===== src/rtl/ocd_consts.vh =====
// constants for the output condition detector
`ifndef OCD_CONSTS_VH
`define OCD_CONSTS_VH

// function codes
`define FC_WIDTH       6
`define FC_CUR_AGREE   6'h0d
`define FC_BRAKE       6'h0e
`define FC_CRANE       6'h27
`define FC_FREQ_OUT    6'h28
`define FC_FDET4       6'h33
`define FC_FDET5       6'h34
`define FC_FDET6       6'h35
`define FC_LOW_CUR     6'h39

// level widths: frequency in 0.01 Hz, current in 0.1 A
`define FREQ_W         16
`define CUR_W          14
`define FREQ_LEVEL_MAX 16'he9fc
`define FREQ_WIDTH_MIN 16'h000a
`define FREQ_WIDTH_MAX 16'h09f6
`define CUR_LEVEL_MIN  14'h0001
`define CUR_LEVEL_MAX  14'h270f
`define LOW_CUR_OFF    14'h0000

// delays counted in 10 ms ticks
`define TICK_MS        10
`define DLY_W          16
`define CUR_DLY_MIN    16'h000a
`define CUR_DLY_MAX    16'h03e8
`define LOW_DLY_MAX    16'hfffe
`define REL_DELAY_MS   100
`define REL_TICKS      16'h000a

// relay polarity field bits
`define POL_RELAY_ONE  0
`define POL_RELAY_TWO  1

`endif


===== src/rtl/output_condition_detector.v =====
// multi-function output condition detector: two relays and one photo-coupler
// Function
// - code 51: off above level2+width2, on below level5
// - code 52: on above level3+width3, off below level6
// - code 53: inverse of code 52
// - code 39: on while accelerating above level1+width1
// - crane output off while decelerating below level4
// - frequency output: closed while the drive produces output frequency
// - code 13: active when current exceeds current agree level 0.1..999.9 A
// - current agree activation delayed by 0.1..10.0 s setting
// - current at or below level2 releases current agree after fixed 100 ms
// - current agree level2 clamped to not exceed level1
// - code 57: on after current stays at/below low level past delay
// - low-current detection disabled when its level is 0.0 A
// - low-current output releases after fixed 100 ms
// - code 14: on when frequency reaches release level while accelerating
// - brake output off when frequency reaches set level while decelerating
// - polarity bit0 relay one, bit1 relay two; 1 means normally closed
// - each of three outputs selects any function by its own code
// - frequency levels 0.0..599.0 Hz, widths 0.1..25.5 Hz
`timescale 1ns/1ps
`include "ocd_consts.vh"
module output_condition_detector #(
  parameter CLK_HZ = 10000000
) (
  input  wire                 clk,
  input  wire                 rstn,
  input  wire [`FREQ_W-1:0]   out_freq,
  input  wire [`CUR_W-1:0]    out_cur,
  input  wire                 accel,
  input  wire                 decel,
  input  wire                 freq_active,
  input  wire [`FC_WIDTH-1:0] fsel_relay_one,
  input  wire [`FC_WIDTH-1:0] fsel_relay_two,
  input  wire [`FC_WIDTH-1:0] fsel_photo,
  input  wire [1:0]           relay_polarity,
  input  wire                 photo_polarity,
  input  wire [`FREQ_W-1:0]   det_level1,
  input  wire [`FREQ_W-1:0]   det_width1,
  input  wire [`FREQ_W-1:0]   det_level2,
  input  wire [`FREQ_W-1:0]   det_width2,
  input  wire [`FREQ_W-1:0]   det_level3,
  input  wire [`FREQ_W-1:0]   det_width3,
  input  wire [`FREQ_W-1:0]   det_level4,
  input  wire [`FREQ_W-1:0]   det_level5,
  input  wire [`FREQ_W-1:0]   det_level6,
  input  wire [`CUR_W-1:0]    cur_agree_level,
  input  wire [`CUR_W-1:0]    cur_agree_level2,
  input  wire [`DLY_W-1:0]    cur_agree_delay,
  input  wire [`CUR_W-1:0]    low_cur_level,
  input  wire [`DLY_W-1:0]    low_cur_delay,
  input  wire [`FREQ_W-1:0]   brake_release_level,
  input  wire [`FREQ_W-1:0]   brake_set_level,
  output reg                  relay_one,
  output reg                  relay_two,
  output reg                  photo_out
);

  // ----------------------------------------------------------------
  // setting limits
  // ----------------------------------------------------------------
  // out-of-range settings are clamped rather than trusted
  function [`FREQ_W-1:0] clamp_f;
    input [`FREQ_W-1:0] v;
    input [`FREQ_W-1:0] lo;
    input [`FREQ_W-1:0] hi;
    begin
      if (v < lo)
        clamp_f = lo;
      else if (v > hi)
        clamp_f = hi;
      else
        clamp_f = v;
    end
  endfunction

  function [`CUR_W-1:0] clamp_c;
    input [`CUR_W-1:0] v;
    input [`CUR_W-1:0] lo;
    input [`CUR_W-1:0] hi;
    begin
      if (v < lo)
        clamp_c = lo;
      else if (v > hi)
        clamp_c = hi;
      else
        clamp_c = v;
    end
  endfunction

  function [`DLY_W-1:0] clamp_d;
    input [`DLY_W-1:0] v;
    input [`DLY_W-1:0] lo;
    input [`DLY_W-1:0] hi;
    begin
      if (v < lo)
        clamp_d = lo;
      else if (v > hi)
        clamp_d = hi;
      else
        clamp_d = v;
    end
  endfunction

  // threshold sum kept one bit wider so it cannot wrap
  function [`FREQ_W:0] on_thr;
    input [`FREQ_W-1:0] lvl;
    input [`FREQ_W-1:0] wid;
    begin
      on_thr = {1'b0, clamp_f(lvl, {`FREQ_W{1'b0}}, `FREQ_LEVEL_MAX)}
             + {1'b0, clamp_f(wid, `FREQ_WIDTH_MIN, `FREQ_WIDTH_MAX)};
    end
  endfunction

  function [`FREQ_W-1:0] lvl_f;
    input [`FREQ_W-1:0] lvl;
    begin
      lvl_f = clamp_f(lvl, {`FREQ_W{1'b0}}, `FREQ_LEVEL_MAX);
    end
  endfunction

  // ----------------------------------------------------------------
  // clamped thresholds
  // ----------------------------------------------------------------
  wire [`FREQ_W:0] thr1 = on_thr(det_level1, det_width1);
  wire [`FREQ_W:0] thr2 = on_thr(det_level2, det_width2);
  wire [`FREQ_W:0] thr3 = on_thr(det_level3, det_width3);
  wire [`FREQ_W-1:0] lvl4 = lvl_f(det_level4);
  wire [`FREQ_W-1:0] lvl5 = lvl_f(det_level5);
  wire [`FREQ_W-1:0] lvl6 = lvl_f(det_level6);
  wire [`FREQ_W:0] freq_x = {1'b0, out_freq};

  wire [`CUR_W-1:0] cur_lvl1 = clamp_c(cur_agree_level, `CUR_LEVEL_MIN, `CUR_LEVEL_MAX);
  wire [`CUR_W-1:0] cur_lvl2 = (cur_agree_level2 > cur_lvl1) ? cur_lvl1
                                                              : cur_agree_level2;
  wire [`CUR_W-1:0] low_lvl  = (low_cur_level > `CUR_LEVEL_MAX) ? `CUR_LEVEL_MAX
                                                               : low_cur_level;
  wire [`DLY_W-1:0] cur_dly  = clamp_d(cur_agree_delay, `CUR_DLY_MIN, `CUR_DLY_MAX);
  wire [`DLY_W-1:0] low_dly  = clamp_d(low_cur_delay, {`DLY_W{1'b0}}, `LOW_DLY_MAX);
  wire [`FREQ_W-1:0] brk_rel = lvl_f(brake_release_level);
  wire [`FREQ_W-1:0] brk_set = lvl_f(brake_set_level);

  // ----------------------------------------------------------------
  // timebase
  // ----------------------------------------------------------------
  // one shared tick keeps every delay in step; a delay may end up to one tick early
  wire tick;

  tick_divider #(
    .CLK_HZ  (CLK_HZ),
    .TICK_MS (`TICK_MS)
  ) u_tick (
    .clk  (clk),
    .rstn (rstn),
    .tick (tick)
  );

  // ----------------------------------------------------------------
  // frequency hysteresis detectors
  // ----------------------------------------------------------------
  reg fdet4_r;
  reg fdet5_r;
  reg crane_r;
  reg brake_r;
  reg fdet4_nxt;
  reg fdet5_nxt;
  reg crane_nxt;
  reg brake_nxt;

  always @* begin
    // each detector holds between its thresholds
    fdet4_nxt = fdet4_r;
    if (freq_x > thr2)
      fdet4_nxt = 1'b0;
    else if (out_freq < lvl5)
      fdet4_nxt = 1'b1;

    fdet5_nxt = fdet5_r;
    if (freq_x > thr3)
      fdet5_nxt = 1'b1;
    else if (out_freq < lvl6)
      fdet5_nxt = 1'b0;

    // crane turn-on is tested first when both ramp flags are set
    crane_nxt = crane_r;
    if (accel && freq_x > thr1)
      crane_nxt = 1'b1;
    else if (decel && out_freq < lvl4)
      crane_nxt = 1'b0;

    // reached means at or past, since the ramp steps may skip the exact value
    brake_nxt = brake_r;
    if (accel && out_freq >= brk_rel)
      brake_nxt = 1'b1;
    else if (decel && out_freq <= brk_set)
      brake_nxt = 1'b0;
    // a stopped drive always sets the brake, whatever the ramp flags say
    if (!freq_active)
      brake_nxt = 1'b0;
  end

  always @(posedge clk) begin
    if (!rstn) begin
      fdet4_r <= 1'b1;
      fdet5_r <= 1'b0;
      crane_r <= 1'b0;
      brake_r <= 1'b0;
    end else begin
      fdet4_r <= fdet4_nxt;
      fdet5_r <= fdet5_nxt;
      crane_r <= crane_nxt;
      brake_r <= brake_nxt;
    end
  end

  // ----------------------------------------------------------------
  // current agree and low current with timed on and off
  // ----------------------------------------------------------------
  reg  cur_agree_r;
  reg  low_cur_r;
  wire cur_on_done;
  wire cur_off_done;
  wire low_on_done;
  wire low_off_done;

  wire low_en = (low_lvl != `LOW_CUR_OFF);

  // a dip below the level restarts a timer: each delay counts one unbroken stretch
  delay_timer u_cur_on (
    .clk   (clk),
    .rstn  (rstn),
    .tick  (tick),
    .cond  (out_cur > cur_lvl1),
    .ticks (cur_dly),
    .done  (cur_on_done)
  );

  delay_timer u_cur_off (
    .clk   (clk),
    .rstn  (rstn),
    .tick  (tick),
    .cond  (cur_agree_r && out_cur <= cur_lvl2),
    .ticks (`REL_TICKS),
    .done  (cur_off_done)
  );

  delay_timer u_low_on (
    .clk   (clk),
    .rstn  (rstn),
    .tick  (tick),
    .cond  (low_en && out_cur <= low_lvl),
    .ticks (low_dly),
    .done  (low_on_done)
  );

  delay_timer u_low_off (
    .clk   (clk),
    .rstn  (rstn),
    .tick  (tick),
    .cond  (low_cur_r && !(low_en && out_cur <= low_lvl)),
    .ticks (`REL_TICKS),
    .done  (low_off_done)
  );

  always @(posedge clk) begin
    if (!rstn) begin
      cur_agree_r <= 1'b0;
      low_cur_r   <= 1'b0;
    end else begin
      if (cur_on_done)
        cur_agree_r <= 1'b1;
      else if (cur_off_done)
        cur_agree_r <= 1'b0;
      if (!low_en)
        low_cur_r <= 1'b0;
      else if (low_on_done)
        low_cur_r <= 1'b1;
      else if (low_off_done)
        low_cur_r <= 1'b0;
    end
  end

  // ----------------------------------------------------------------
  // function selection and contact polarity
  // ----------------------------------------------------------------
  // unknown codes leave the contact de-energised in its logical sense
  function fsel;
    input [`FC_WIDTH-1:0] code;
    input                 f4;
    input                 f5;
    input                 cr;
    input                 br;
    input                 fa;
    input                 ca;
    input                 lc;
    begin
      case (code)
        `FC_CUR_AGREE: fsel = ca;
        `FC_BRAKE:     fsel = br;
        `FC_CRANE:     fsel = cr;
        `FC_FREQ_OUT:  fsel = fa;
        `FC_FDET4:     fsel = f4;
        `FC_FDET5:     fsel = f5;
        `FC_FDET6:     fsel = ~f5;
        `FC_LOW_CUR:   fsel = lc;
        default:       fsel = 1'b0;
      endcase
    end
  endfunction

  wire r1_fn = fsel(fsel_relay_one, fdet4_r, fdet5_r, crane_r, brake_r,
                    freq_active, cur_agree_r, low_cur_r);
  wire r2_fn = fsel(fsel_relay_two, fdet4_r, fdet5_r, crane_r, brake_r,
                    freq_active, cur_agree_r, low_cur_r);
  wire ph_fn = fsel(fsel_photo, fdet4_r, fdet5_r, crane_r, brake_r,
                    freq_active, cur_agree_r, low_cur_r);

  // ----------------------------------------------------------------
  // contact drive
  // ----------------------------------------------------------------
  // a normally closed contact is energised while its function is off
  function contact;
    input fn;
    input nc;
    begin
      contact = fn ^ nc;
    end
  endfunction

  always @(posedge clk) begin
    if (!rstn) begin
      relay_one <= 1'b0;
      relay_two <= 1'b0;
      photo_out <= 1'b0;
    end else begin
      relay_one <= contact(r1_fn, relay_polarity[`POL_RELAY_ONE]);
      relay_two <= contact(r2_fn, relay_polarity[`POL_RELAY_TWO]);
      photo_out <= contact(ph_fn, photo_polarity);
    end
  end

endmodule // output_condition_detector


===== src/rtl/tick_divider.v =====
// one-cycle pulse timebase from the system clock
`timescale 1ns/1ps
module tick_divider #(
  parameter CLK_HZ  = 10000000,
  parameter TICK_MS = 10
) (
  input  wire clk,
  input  wire rstn,
  output reg  tick
);
  localparam integer DIV = CLK_HZ / 1000 * TICK_MS;
  reg [31:0] cnt_r;

  always @(posedge clk) begin
    if (!rstn) begin
      cnt_r <= 32'h0;
      tick  <= 1'b0;
    end else if (cnt_r == DIV - 1) begin
      cnt_r <= 32'h0;
      tick  <= 1'b1;
    end else begin
      cnt_r <= cnt_r + 32'h1;
      tick  <= 1'b0;
    end
  end
endmodule // tick_divider


===== src/rtl/delay_timer.v =====
// tick counter: done when the input has stood true for a set number of ticks
`timescale 1ns/1ps
`include "ocd_consts.vh"
module delay_timer (
  input  wire              clk,
  input  wire              rstn,
  input  wire              tick,
  input  wire              cond,
  input  wire [`DLY_W-1:0] ticks,
  output wire              done
);
  reg [`DLY_W-1:0] cnt_r;

  // counter restarts whenever the condition drops
  always @(posedge clk) begin
    if (!rstn || !cond)
      cnt_r <= {`DLY_W{1'b0}};
    else if (tick && cnt_r < ticks)
      cnt_r <= cnt_r + 1'b1;
  end

  assign done = cond && (cnt_r >= ticks);
endmodule // delay_timer


===== config.mk =====
export PLATFORM = sky130hd
export DESIGN_NAME = output_condition_detector
export DESIGN_NICKNAME = d
export VERILOG_FILES = /design/src/rtl/output_condition_detector.v /design/src/rtl/tick_divider.v /design/src/rtl/delay_timer.v
export VERILOG_INCLUDE_DIRS = /design/src /design/src/rtl
export SDC_FILE = /design/constraint.sdc
export NUM_CORES = 1
export LEC_CHECK = 0
export BUFFER_PORTS_ARGS = -buffer_cell sky130_fd_sc_hd__buf_2
export CAP_MARGIN = 20
export CORE_ASPECT_RATIO = 0.7
export CORE_UTILIZATION = 25
export CTS_CLUSTER_SIZE = 40
export DETAILED_ROUTE_END_ITERATION = 8
export PLACE_DENSITY = 0.45
export SETUP_SLACK_MARGIN = 0.5
export SYNTH_ARGS = -nofsm -noshare
export SYNTH_HDL_FRONTEND = slang
export SYNTH_HIERARCHICAL = 1
export SYNTH_SLANG_ARGS = --single-unit

===== constraint.sdc =====
create_clock -name clk -period 6.75 [get_ports clk]
set_input_delay 1.0125 -clock clk [delete_from_list [all_inputs] [get_ports clk]]
set_output_delay 1.0125 -clock clk [all_outputs]
set_load 0.01 [all_outputs]

==> results of run 1 <==
-- worst max-delay path, delay by kind of cell --
family	cells	cell delay, ns
adder cells (fa/ha/maj)	2	0.62
AND/OR/NAND/NOR	9	1.92
AO/OA/AOI/OAI	9	1.92
multiplexers	1	0.38
buffers and inverters	1	0.11
-- report_power, final --
part / switching (mW) / total [mW] / internal [mW]
registers: 0.0134 / 0.645 / 0.631
logic: 0.473 / 0.846 / 0.373
clock network: 0.250 / 0.497 / 0.246
total: 0.737 / 1.99 / 1.25
-- placed cells by master (no fill, tap or decap), types with 24 or more instances in the layout --
cell      instances
nand3_1          58
inv_1           148
xnor2_1          49
buf_2           308
and2_1           31
nand2b_1         64
nor2b_1          36
ha_1            298
conb_1           50
or2_2            24
a21o_1           49
nand2_1         134
dfxtp_1         106
o21ai_0          95
a21oi_1         139
nor2_1          189
nand4_1          83
nor4_1           34
or3_1            29
nor3_1           47
xor2_1           48
-- cell type report --
cell class	instances	area [um^2]
Multi-Input combinational cell	1749	12600
Clock buffer	11	233
Antenna cell	2	5.00
Sequential cell	106	2120
Tap cell	808	1010
Fill cell	6486	41900
Timing Repair Buffer	314	1590
Inverter	148	556
Clock inverter	3	18.8
-- final timing paths --
| kind | startpoint | endpoint | slack (ns) |
|---|---|---|---|
| worst max-delay path | cur_agree_level[6] | u_cur_off/cnt_r[6] | 1.05 |
| worst min-delay path | u_tick/cnt_r[0] | u_tick/cnt_r[0] | 0.46 |
| worst max register to register | u_cur_off/cnt_r[13] | u_cur_off/cnt_r[1] | 4.41 |
| worst min register to register | u_tick/cnt_r[0] | u_tick/cnt_r[0] | 0.46 |
-- metal layers --
layer	vias up	global-route usage [%]
met4	2	2.38
met5	-	0
met1	7142	24.1
li1	7899	-
met2	372	24.7
met3	36	2.40
-- cell families (layout without fill, tap and decap cells) --
logic type	count (synthesis)	count (layout)	share of synthesized area, %
other	2	52	0.0493
multiplexers	28	28	2.17
adder cells (fa/ha/maj)	301	301	24.8
XOR/XNOR	97	97	5.57
AO/OA/AOI/OAI	440	440	18.5
AND/OR/NAND/NOR	833	833	30.2
buffers and inverters	189	476	4.79
flip-flops	106	106	13.9
-- registers in the layout, indices dropped and copies added (netlist names) --
name	cells
u_low_off/cnt_r	16
u_low_on/cnt_r	16
cur_agree_r	1
relay_one	1
u_cur_off/cnt_r	16
brake_r	1
low_cur_r	1
crane_r	1
u_tick/cnt_r	32
fdet4_r	1
fdet5_r	1
u_tick/tick	1
u_cur_on/cnt_r	16
photo_out	1
relay_two	1
-- metrics by stage --
step	worst slack (ns)	util [%]	total power, mW	cells	hold WS [ns]
after floorplan	1.85	-	1.19	2044	0.426
after global routing	0.692	30.2	2.15	3141	0.509
after detailed placement	0.752	29.7	1.50	3125	0.447
after global placement	0.776	29.7	1.48	3124	0.445
final	1.05	30.2	1.99	3141	0.461
after CTS	1.15	30.2	2.01	3139	0.465
==> impl_results.md, run 1 <==
- Leading area contributor after synthesis: ha_1
- Routed Wire Length: 51200 um
- Leak Pwr: 8.05 nW
- Top cell by count, worst path: nand2_1
- Post-synthesis cell type count: 83
- Row count: 75
- Htree depth: 3
- Leading post-synthesis cells by cell area: ha_1, dfxtp_1, nor2_1, a21oi_1, inv_1
- Met3 wire length: 2380 um
- Final worst path period need: 5.70 ns
- Synth Warn #: 6
- Post-cts resize count: 0
- Final Setup Violations: 0
- Commonest cells post-synth: ha_1, nor2_1, inv_1
- Placed Instance Area: 0.0179 mm^2
- Post-detail-place hpwl: roughly 43000 um
- DR vias: around 15000
- CTS tree: done
- CTS Buf Count: 9
- Final hold vios: 0
- Avg Cell Area, Syn: between 7 and 8 um^2
- CP Data Required Time: ~7.0 ns
- Period utilization: ~84%
- Die ar.: between 0.06 and 0.07 mm^2
- Global placement routability congestion: 0.924
- Power per cell area: ~110 mW/mm^2
- CORE AREA: about 0.060 mm^2
- Starting Density: 25.4%
- Total clock sinks: 106
- Post-synth EDFFs: 0
- Clock Skew: ~0.014 ns
- Dominant synthesized flop cell: dfxtp_1
- Gr usage total: roughly 16%
- Met2 WL: between 20000 and 25000 um
- CP max stage cell: nor4_1
- Worst IR Drop VDD: 0.148 mV
- Ys async rst share: 0%
- Overall die height: ~210 um
- Hold Crit Depth: 1
- Worst Setup Start Kind: input port
- Io pins: 309
- Crit Path Max Fanout: 14
- Most frequent cell after synthesis: ha_1
- Grt ovf: 0
- Area Overhead vs Synth: 18.8%
- Max_cap viols: 0
- Die width: about 300 um
- Top-area cell type share of the netlist area: between 20 and 25%
- Post-Layout Inst Area: approximately 0.018 mm^2
- Routed length on met1: ~27000 um
- Worst Tran Pin Value: roughly 0.96 ns
- Largest net degree at the start of global routing: 26
- I/O Buffers: ~300
- Detail Route Antenna Nets: 0
- Crit path largest cell delay: slightly below 0.5 ns
- Data arrival, critical path: ~6 ns
- Fin nets: between 2000 and 3000
- Routed wire length per instance: ~16 um
- First-pass GRT wire length: about 80000 um
- Hold buffers post-CTS: 0
- Synth Register Bits: approximately 110
- Syn Inst Count: ~2000
- DR top layer: met5
- Post-synthesis sequential area ratio: 13.9%
- Post-CTS Setup Bufs: 0
- Class of the worst hold path: register to register
- CTS Root Cell: clkbuf_16
- RSZ-0062 raised after global routing: no
- Vias per cell: roughly 4.9
- Layout cells sized above 1: between 10% and 20%
- Final Max Slew Viols: 0
- DRT iter0 DRCs: approximately 810
- FMAX: roughly 0.18 GHz
- Cell breakdown of the critical path: buf_2 > nor4_1 > o21ai_0 > nand2_1 > nand2_1 > ha_1 > nand4_1 > nor3_1 > nand2_1 > o31a_1 > a21oi_4 > mux2_2 > ha_1 > nor2b_1 > o21ai_0 > nand2b_1 > a21oi_1 > o21ai_0 > a31oi_1 > o22a_1 > nand2_1 > a21oi_1
- Worst-skew pair later-pin latency: roughly 0.37 ns
- Post-Route Setup TNS: 0 ns
- Initial antenna violation count: 7
- Setup crit end kind: register
- Status: finished, final reports clean
- DRT Pass-1 Iters: 5
- Drc violations: 0
- Clk buf depth: 2
- Vias in the first global route: approximately 15000
- Clock-pin slew on the worst setup and hold paths: ~0.070 ns
- Synthesized area: about 0.015 mm^2
- Slew headroom: between 30 and 40%
- Crit path kind: input port to register
- R2R depth: 7
Note: power is estimated with default switching activity, not from simulation.
==> inputs of run 2 (changes only) <==
Settings changed: PLACE_DENSITY 0.45 to 0.46.
Clock period 6.75 ns to 5 ns, I/O delays scaled along.
==> run 2 against run 1 <==
Net effect: first-iteration DRC count is 5.1% lower; power is 45% higher; die area stayed put; critical path depth is 2 higher; sequential power is 35% higher; highest routed layer unchanged; clock skew hardly changed; combinational power is 50% higher.
==> impl_results.md, run 2 (same netlist as run 1, synthesis figures left out) <==
- Status: finished, final reports clean
- Routed wire length per instance: 15.8 um (-2.8%)
- Final WS setup: 0.383 ns (-0.671 ns)
- Seq. cell area: 0.00212 mm^2 (unchanged)
- First-pass GRT wire length: 78900 um (-1.7%)
- CTS Root Cell: clkbuf_16
- Sequential share of power: 30.1% (-2.3 points)
- Setup crit end kind: register
- Area occupied by multi-input gates: 0.0131 mm^2 (+4.1%)
- FMAX: between 0.2 and 0.25 GHz
- Overall die height: 209 um (unchanged)
- Cell breakdown of the critical path: buf_8 > nor4_4 > o21ai_2 > nand2_2 > nand2_4 > ha_4 > nand4_1 > nor3_2 > buf_4 > nand2_2 > o31a_1 > a21oi_4 > mux2_4 > ha_4 > buf_4 > buf_6 > nand4_1 > nor4_2 > a211o_1 > o22a_1 > inv_1 > a31oi_1 > nor2b_1 > o21a_1
- Worst IR Drop VDD: 0.124 mV (-16%)
- Drc violations: 0 (unchanged)
- Leak Pwr: 8.49 nW (+5.4%)
- Max FFs per register: 32 (unchanged)
- Gr usage total: 15.8% (-0.36 points)
- Clock-pin slew on the worst setup and hold paths: 0.08 ns (about the same)
- WP buf/inv: 5 (+4)
- Io pins: 309 (unchanged)
- Global placement routability congestion: 0.899 (-2.7%)
- Post-Route Setup TNS: 0 ns (unchanged)
- CTS tree: done
- CTS Buf Count: 9 (unchanged)
- Class of the worst hold path: register to register
- Power per cell area: 150 mW/mm^2 (+37%)
- Cell internal pwr: 1.83 mW (+47%)
- Fin nets: 3001 (+2.2%)
- Period utilization: roughly 90%
- DP Worst Slack: -0.239 ns (-0.991 ns)
- Crit path largest cell delay: 0.35 ns (-0.14 ns)
- Largest reg by FF count: u_tick/cnt_r
- FILL cells: 6473 (-0.20%)
- DR vias: 15705 (+1.6%)
- Total clock sinks: 106 (unchanged)
- Crit Path Max Fanout: 4 (-10)
- CP Depth: 24 (+9.1%)
- Worst Setup Start Kind: input port
- Crit path kind: input port to register
- RSZ-0062 raised after global routing: yes
- Row count: 75 (unchanged)
- Net Switching: 1.06 mW (+43%)
- Final Max Slew Viols: 0 (unchanged)
- R2R depth: 7 (unchanged)
- Vias per cell: 4.89 (-0.60%)
- Most frequent cells in the layout: buf_2, ha_1, nor2_1
- Starting Density: 25.4% (unchanged)
- Data arrival, critical path: 4.88 ns (-1.11 ns)
- Clock Skew: 0.0135 ns (-0.000134 ns)
- Worst-skew pair later-pin latency: 0.37 ns (about the same)
- Htree depth: 3 (unchanged)
- Die width: 297 um (unchanged)
- Slew headroom: 45.8% (+10 points)
- Sw Ratio: 36.6% (-0.51 points)
- Commonest non-fill, non-tap cell in the layout: buf_2
- Detail Route Antenna Nets: 0 (unchanged)
- Post-detail-place hpwl: 42600 um (-0.42%)
- Largest net degree at the start of global routing: 20 (-23%)
- Family with the most delay on the worst path: compound AO/OA/AOI/OAI gates
- CP max stage cell: mux2_4
- Clk buf depth: 2 (unchanged)
- Fin util: 32.1% (+1.9 points)
- Layout cells sized above 1: 23.4% (+5.2 points)
- CP Data Required Time: 5.27 ns (-1.77 ns)
- Grt ovf: 0 (unchanged)
- DRT Pass-1 Iters: 5 (unchanged)
- Final hold vios: 0 (unchanged)
- DRT iter0 DRCs: 767 (-5.1%)
- Hold buffers post-CTS: 0 (unchanged)
- Die ar.: 0.0620 mm^2 (unchanged)
- Hold Crit Depth: 1 (unchanged)
- Area Overhead vs Synth: 26.4%
- Clk pwr share: 25.9% (+0.9 points)
- Comb pwr share: 44.0% (+1.4 points)
- Max_cap viols: 0 (unchanged)
- I/O Buffers: 308 (unchanged)
- Routed Wire Length: 50900 um (-0.64%)
- Final worst path period need: ~4.6 ns
- Initial antenna violation count: 8 (+1)
- Final Setup Violations: 0 (unchanged)
- Vias in the first global route: 14887 (-0.85%)
- CORE AREA: 0.0601 mm^2 (unchanged)
- Worst Tran Pin Value: 0.812 ns (-0.151 ns)
## run 2: stage by stage
step / hold WS [ns] / instance area, um^2 / total power [mW] / std cells
3_3_place_gp: 0.440 / 18300 / 2.03 / 3176
3_5_place_dp: 0.456 / 18300 / 2.06 / 3177
4_1_cts: 0.476 / 18700 / 2.84 / 3194
6_report: 0.471 / 19300 / 2.89 / 3212
5_1_grt: 0.500 / 19300 / 3.12 / 3210
2_1_floorplan: 0.426 / 15400 / 1.61 / 2044
## run 2: final timing paths
path / from / end / slack (ns)
worst min register to register: u_tick/cnt_r[0] / u_tick/cnt_r[0] / 0.47
worst min-delay path: u_tick/cnt_r[0] / u_tick/cnt_r[0] / 0.47
worst max-delay path: cur_agree_level[4] / cur_agree_r / 0.38
worst max register to register: u_cur_on/cnt_r[5] / u_cur_on/cnt_r[15] / 2.70
## run 2: area by class of cell
class / instances / area share [%]
diodes: 5 / 0.0649
clock buffers: 10 / 1.19
clock inverters: 6 / 0.377
inverters: 148 / 2.88
multi-input cells: 1749 / 68.0
flip-flops and latches: 106 / 11.0
well taps: 808 / 5.25
repair buffers: 380 / 11.3
## run 2: worst reg2reg max path: stages (launching register included)
cell	delay [ns]
dfxtp_1	0.42
ha_1	0.28
a21oi_1	0.17
o21ai_1	0.12
a21oi_4	0.30
nand4_4	0.20
nor4_1	0.51
mux2i_1	0.23
## run 2: layer usage
metal	part of all wire, %	GRT usage (%)	vias to the layer above
met3	4.7	2.74	25
met4	0.56	1.85	4
met5	0.049	0	-
li1	-	-	8036
met2	44	25.2	362
met1	50	22.6	7278
## run 2: repair_timing
action,CTS,global route
endpoints found under the setup margin,20,20
setup buffers,1,12
gates cloned,0,1
pin swaps,13,36
gates resized for setup,19,86
## run 2: power groups by stage
| stage | clock network [mW] | logic (mW) | registers (mW) |
|---|---|---|---|
| final | 0.747 | 1.27 | 0.869 |
| after global routing | 0.825 | 1.43 | 0.871 |
| after CTS | 0.789 | 1.19 | 0.869 |
| after detailed placement | 0 | 1.17 | 0.889 |
| after global placement | 0 | 1.14 | 0.889 |
| after floorplan | 0 | 0.727 | 0.879 |
==> inputs of run 3 (changes only) <==
Settings changed: BUFFER_PORTS_ARGS -buffer_cell sky130_fd_sc_hd__buf_2 to unset, DONT_BUFFER_PORTS set to 1, PLACE_DENSITY 0.46 to 0.42, SLEW_MARGIN set to 20.
==> run 3 against run 2 <==
Net effect: sequential share of layout area up 1.3 points; power down 8.3%; flip-flop and latch count unchanged; maximum frequency up 4.3%; first-iteration DRC count down 24%; clock-buffer cell count unchanged; die area unchanged; cell area down 11%; critical path type unchanged; largest cell class unchanged.
==> impl_results.md, run 3 (same netlist as run 1, synthesis figures left out) <==
- Status: finished, final reports clean
- CP Data Required Time: 5.25 ns (-0.02 ns)
- Initial antenna violation count: 2 (-6)
- I/O Buffers: 0 (-100%)
- Setup crit end kind: register
- Placed cells: 2831 (-11%)
- Post-detail-place hpwl: 41900 um (-1.7%)
- Cell internal pwr: 1.73 mW (-5.8%)
- Worst-skew pair later-pin latency: 0.37 ns (about the same)
- Post-Route Setup TNS: 0 ns (unchanged)
- DR vias: 14343 (-8.7%)
- Final Max Slew Viols: 0 (unchanged)
- Gr usage total: 15.7% (-0.12 points)
- Layout Cells excl Fill: 2856 (-11%)
- Slew headroom: 42.7% (-3.1 points)
- Fin util: 28.7% (-3.4 points)
- Largest reg by FF count: u_tick/cnt_r
- Fin nets: 2650 (-12%)
- Routed Wire Length: 50200 um (-1.3%)
- Leak Pwr: 7.06 nW (-17%)
- Clock-pin slew on the worst setup and hold paths: 0.08 ns (about the same)
- RSZ-0062 raised after global routing: yes
- Vias per cell: 5.02 (+2.7%)
- Sw Ratio: 34.8% (-1.8 points)
- Data arrival, critical path: 4.67 ns (-0.21 ns)
- WP buf/inv: 1 (-4)
- Worst Tran Pin Value: 0.859 ns (+0.0467 ns)
- Worst IR Drop VDD: 0.131 mV (+6.3%)
- Net Switching: 923 uW (-13%)
- Comb pwr share: 37.3% (-6.7 points)
- Max FFs per register: 32 (unchanged)
- DRT Pass-1 Iters: 5 (unchanged)
- Drc violations: 0 (unchanged)
- Final hold vios: 0 (unchanged)
- CORE AREA: 0.0601 mm^2 (unchanged)
- Final Setup Violations: 0 (unchanged)
- Most frequent cells in the layout: ha_1, nor2_1, inv_1
- Crit path kind: input port to register
- FILL cells: 6610 (+2.1%)
- Vias in the first global route: 13988 (-6.0%)
- Die ar.: 0.0620 mm^2 (unchanged)
- Row count: 75 (unchanged)
- Htree depth: 3 (unchanged)
- Cell breakdown of the critical path: nor2_1 > o31ai_4 > a21oi_1 > nor2_2 > buf_4 > or2_2 > ha_1 > a2111oi_1 > a22oi_2 > a21o_1 > a21oi_1 > xor2_1 > ha_1 > a21o_1 > a21o_1 > a21o_1 > a2bb2oi_2 > nand3_1 > o211ai_1 > o211ai_1
- Io pins: 309 (unchanged)
- CP max stage cell: a2111oi_1
- CTS tree: done
- Grt ovf: 0 (unchanged)
- Largest net degree at the start of global routing: 27 (+35%)
- CTS Buf Count: 9 (unchanged)
- Class of the worst hold path: register to register
- Worst Setup Start Kind: input port
- Starting Density: 25.4% (unchanged)
- Max_cap viols: 0 (unchanged)
- Family with the most delay on the worst path: compound AO/OA/AOI/OAI gates
- Global placement routability congestion: 0.876 (-2.6%)
- ANT cells: 0 (-5)
- Crit Path Max Fanout: 8 (+4)
- Area Overhead vs Synth: 12.9%
- CTS Root Cell: clkbuf_16
- Layout cells sized above 1: 9.52% (-14 points)
- Power per cell area: 154 mW/mm^2 (+2.6%)
- Final worst path period need: 4.43 ns (-0.191 ns)
- Top cell by count, worst path: a21o_1
- Overall die height: 209 um (unchanged)
- Detail Route Antenna Nets: 0 (unchanged)
- Die width: 297 um (unchanged)
- Clk pwr share: 29.7% (+3.8 points)
- Clk buf depth: 2 (unchanged)
- DRT iter0 DRCs: 586 (-24%)
- First-pass GRT wire length: 77300 um (-2.1%)
- Commonest non-fill, non-tap cell in the layout: ha_1
- Sequential share of power: 33.1% (+3.0 points)
- Hold buffers post-CTS: 0 (unchanged)
- Routed wire length per instance: 17.6 um (+11%)
- Crit path largest cell delay: 0.66 ns (+0.31 ns)
- FMAX: 0.226 GHz (+4.3%)
- Total clock sinks: 106 (unchanged)
- Period utilization: 88.5% (-3.8 points)
- Clock Skew: 0.0112 ns (-0.00222 ns)
[run 3: cell types whose count changed in the layout (fill, tap and decap cells not counted), sizes merged]
cell / change
diode: -5
buf: -351
[run 3: stage by stage]
stage	area [um^2]	total power, mW	setup WS (ns)	hold slack [ns]
floorplan	15400	1.61	0.506	0.426
global placement	16500	1.81	0.0566	0.442
detailed placement	16500	1.83	0.0218	0.457
CTS	16800	2.65	0.495	0.475
global route	17200	2.87	0.434	0.492
finish	17200	2.65	0.574	0.476
[run 3: repair_timing]
action / 4_1_cts / 5_1_grt
cloned: 0 / 1
endpoints found under the setup margin: 3 / 20
pin swaps: 3 / 22
gates resized for setup: 3 / 68
buffers inserted: 1 / 7
[run 3: worst register-to-register path, cell delays in order, from the launching register on]
cell and delay (ns):
dfxtp_1 0.35, or4_1 0.52, nor3_1 0.21, nand4_1 0.27, o21ai_4 0.67, nor2_1 0.12
[run 3: path summary, 6_finish.rpt]
kind	startpoint	end	cells past startpoint	slack, ns
worst max-delay path	det_level3[0]	fdet5_r	20	0.57
worst min-delay path	u_tick/cnt_r[0]	u_tick/cnt_r[0]	1	0.48
worst max register to register	u_tick/cnt_r[22]	u_tick/cnt_r[19]	5	2.72
worst min register to register	u_tick/cnt_r[0]	u_tick/cnt_r[0]	1	0.48
[run 3: final cells by class]
type | count | area (um^2) | share of cell area [%]
sequential | 106 | 2120 | 12.3
clock inverter | 6 | 83.8 | 0.487
tap | 808 | 1010 | 5.87
clock buffer | 10 | 239 | 1.39
timing repair buffer | 29 | 264 | 1.53
multi-input combinational | 1749 | 12900 | 75.2
inverter | 148 | 556 | 3.23
[run 3: metal layers]
metal / GRT usage (%) / up-vias / part of all wire (%)
met3: 3.38 / 20 / 5.3
met2: 24.6 / 295 / 43
met5: 0 / - / 0
li1: - / 7320 / -
met4: 1.90 / 0 / 0.56
met1: 22.3 / 6708 / 51
[run 3: power by group through the flow]
stage	registers (mW)	logic, mW	clock network, mW
2_1_floorplan	0.879	0.727	0
3_3_place_gp	0.896	0.913	0
3_5_place_dp	0.896	0.929	0
4_1_cts	0.876	0.939	0.833
5_1_grt	0.877	1.13	0.862
6_report	0.876	0.987	0.786
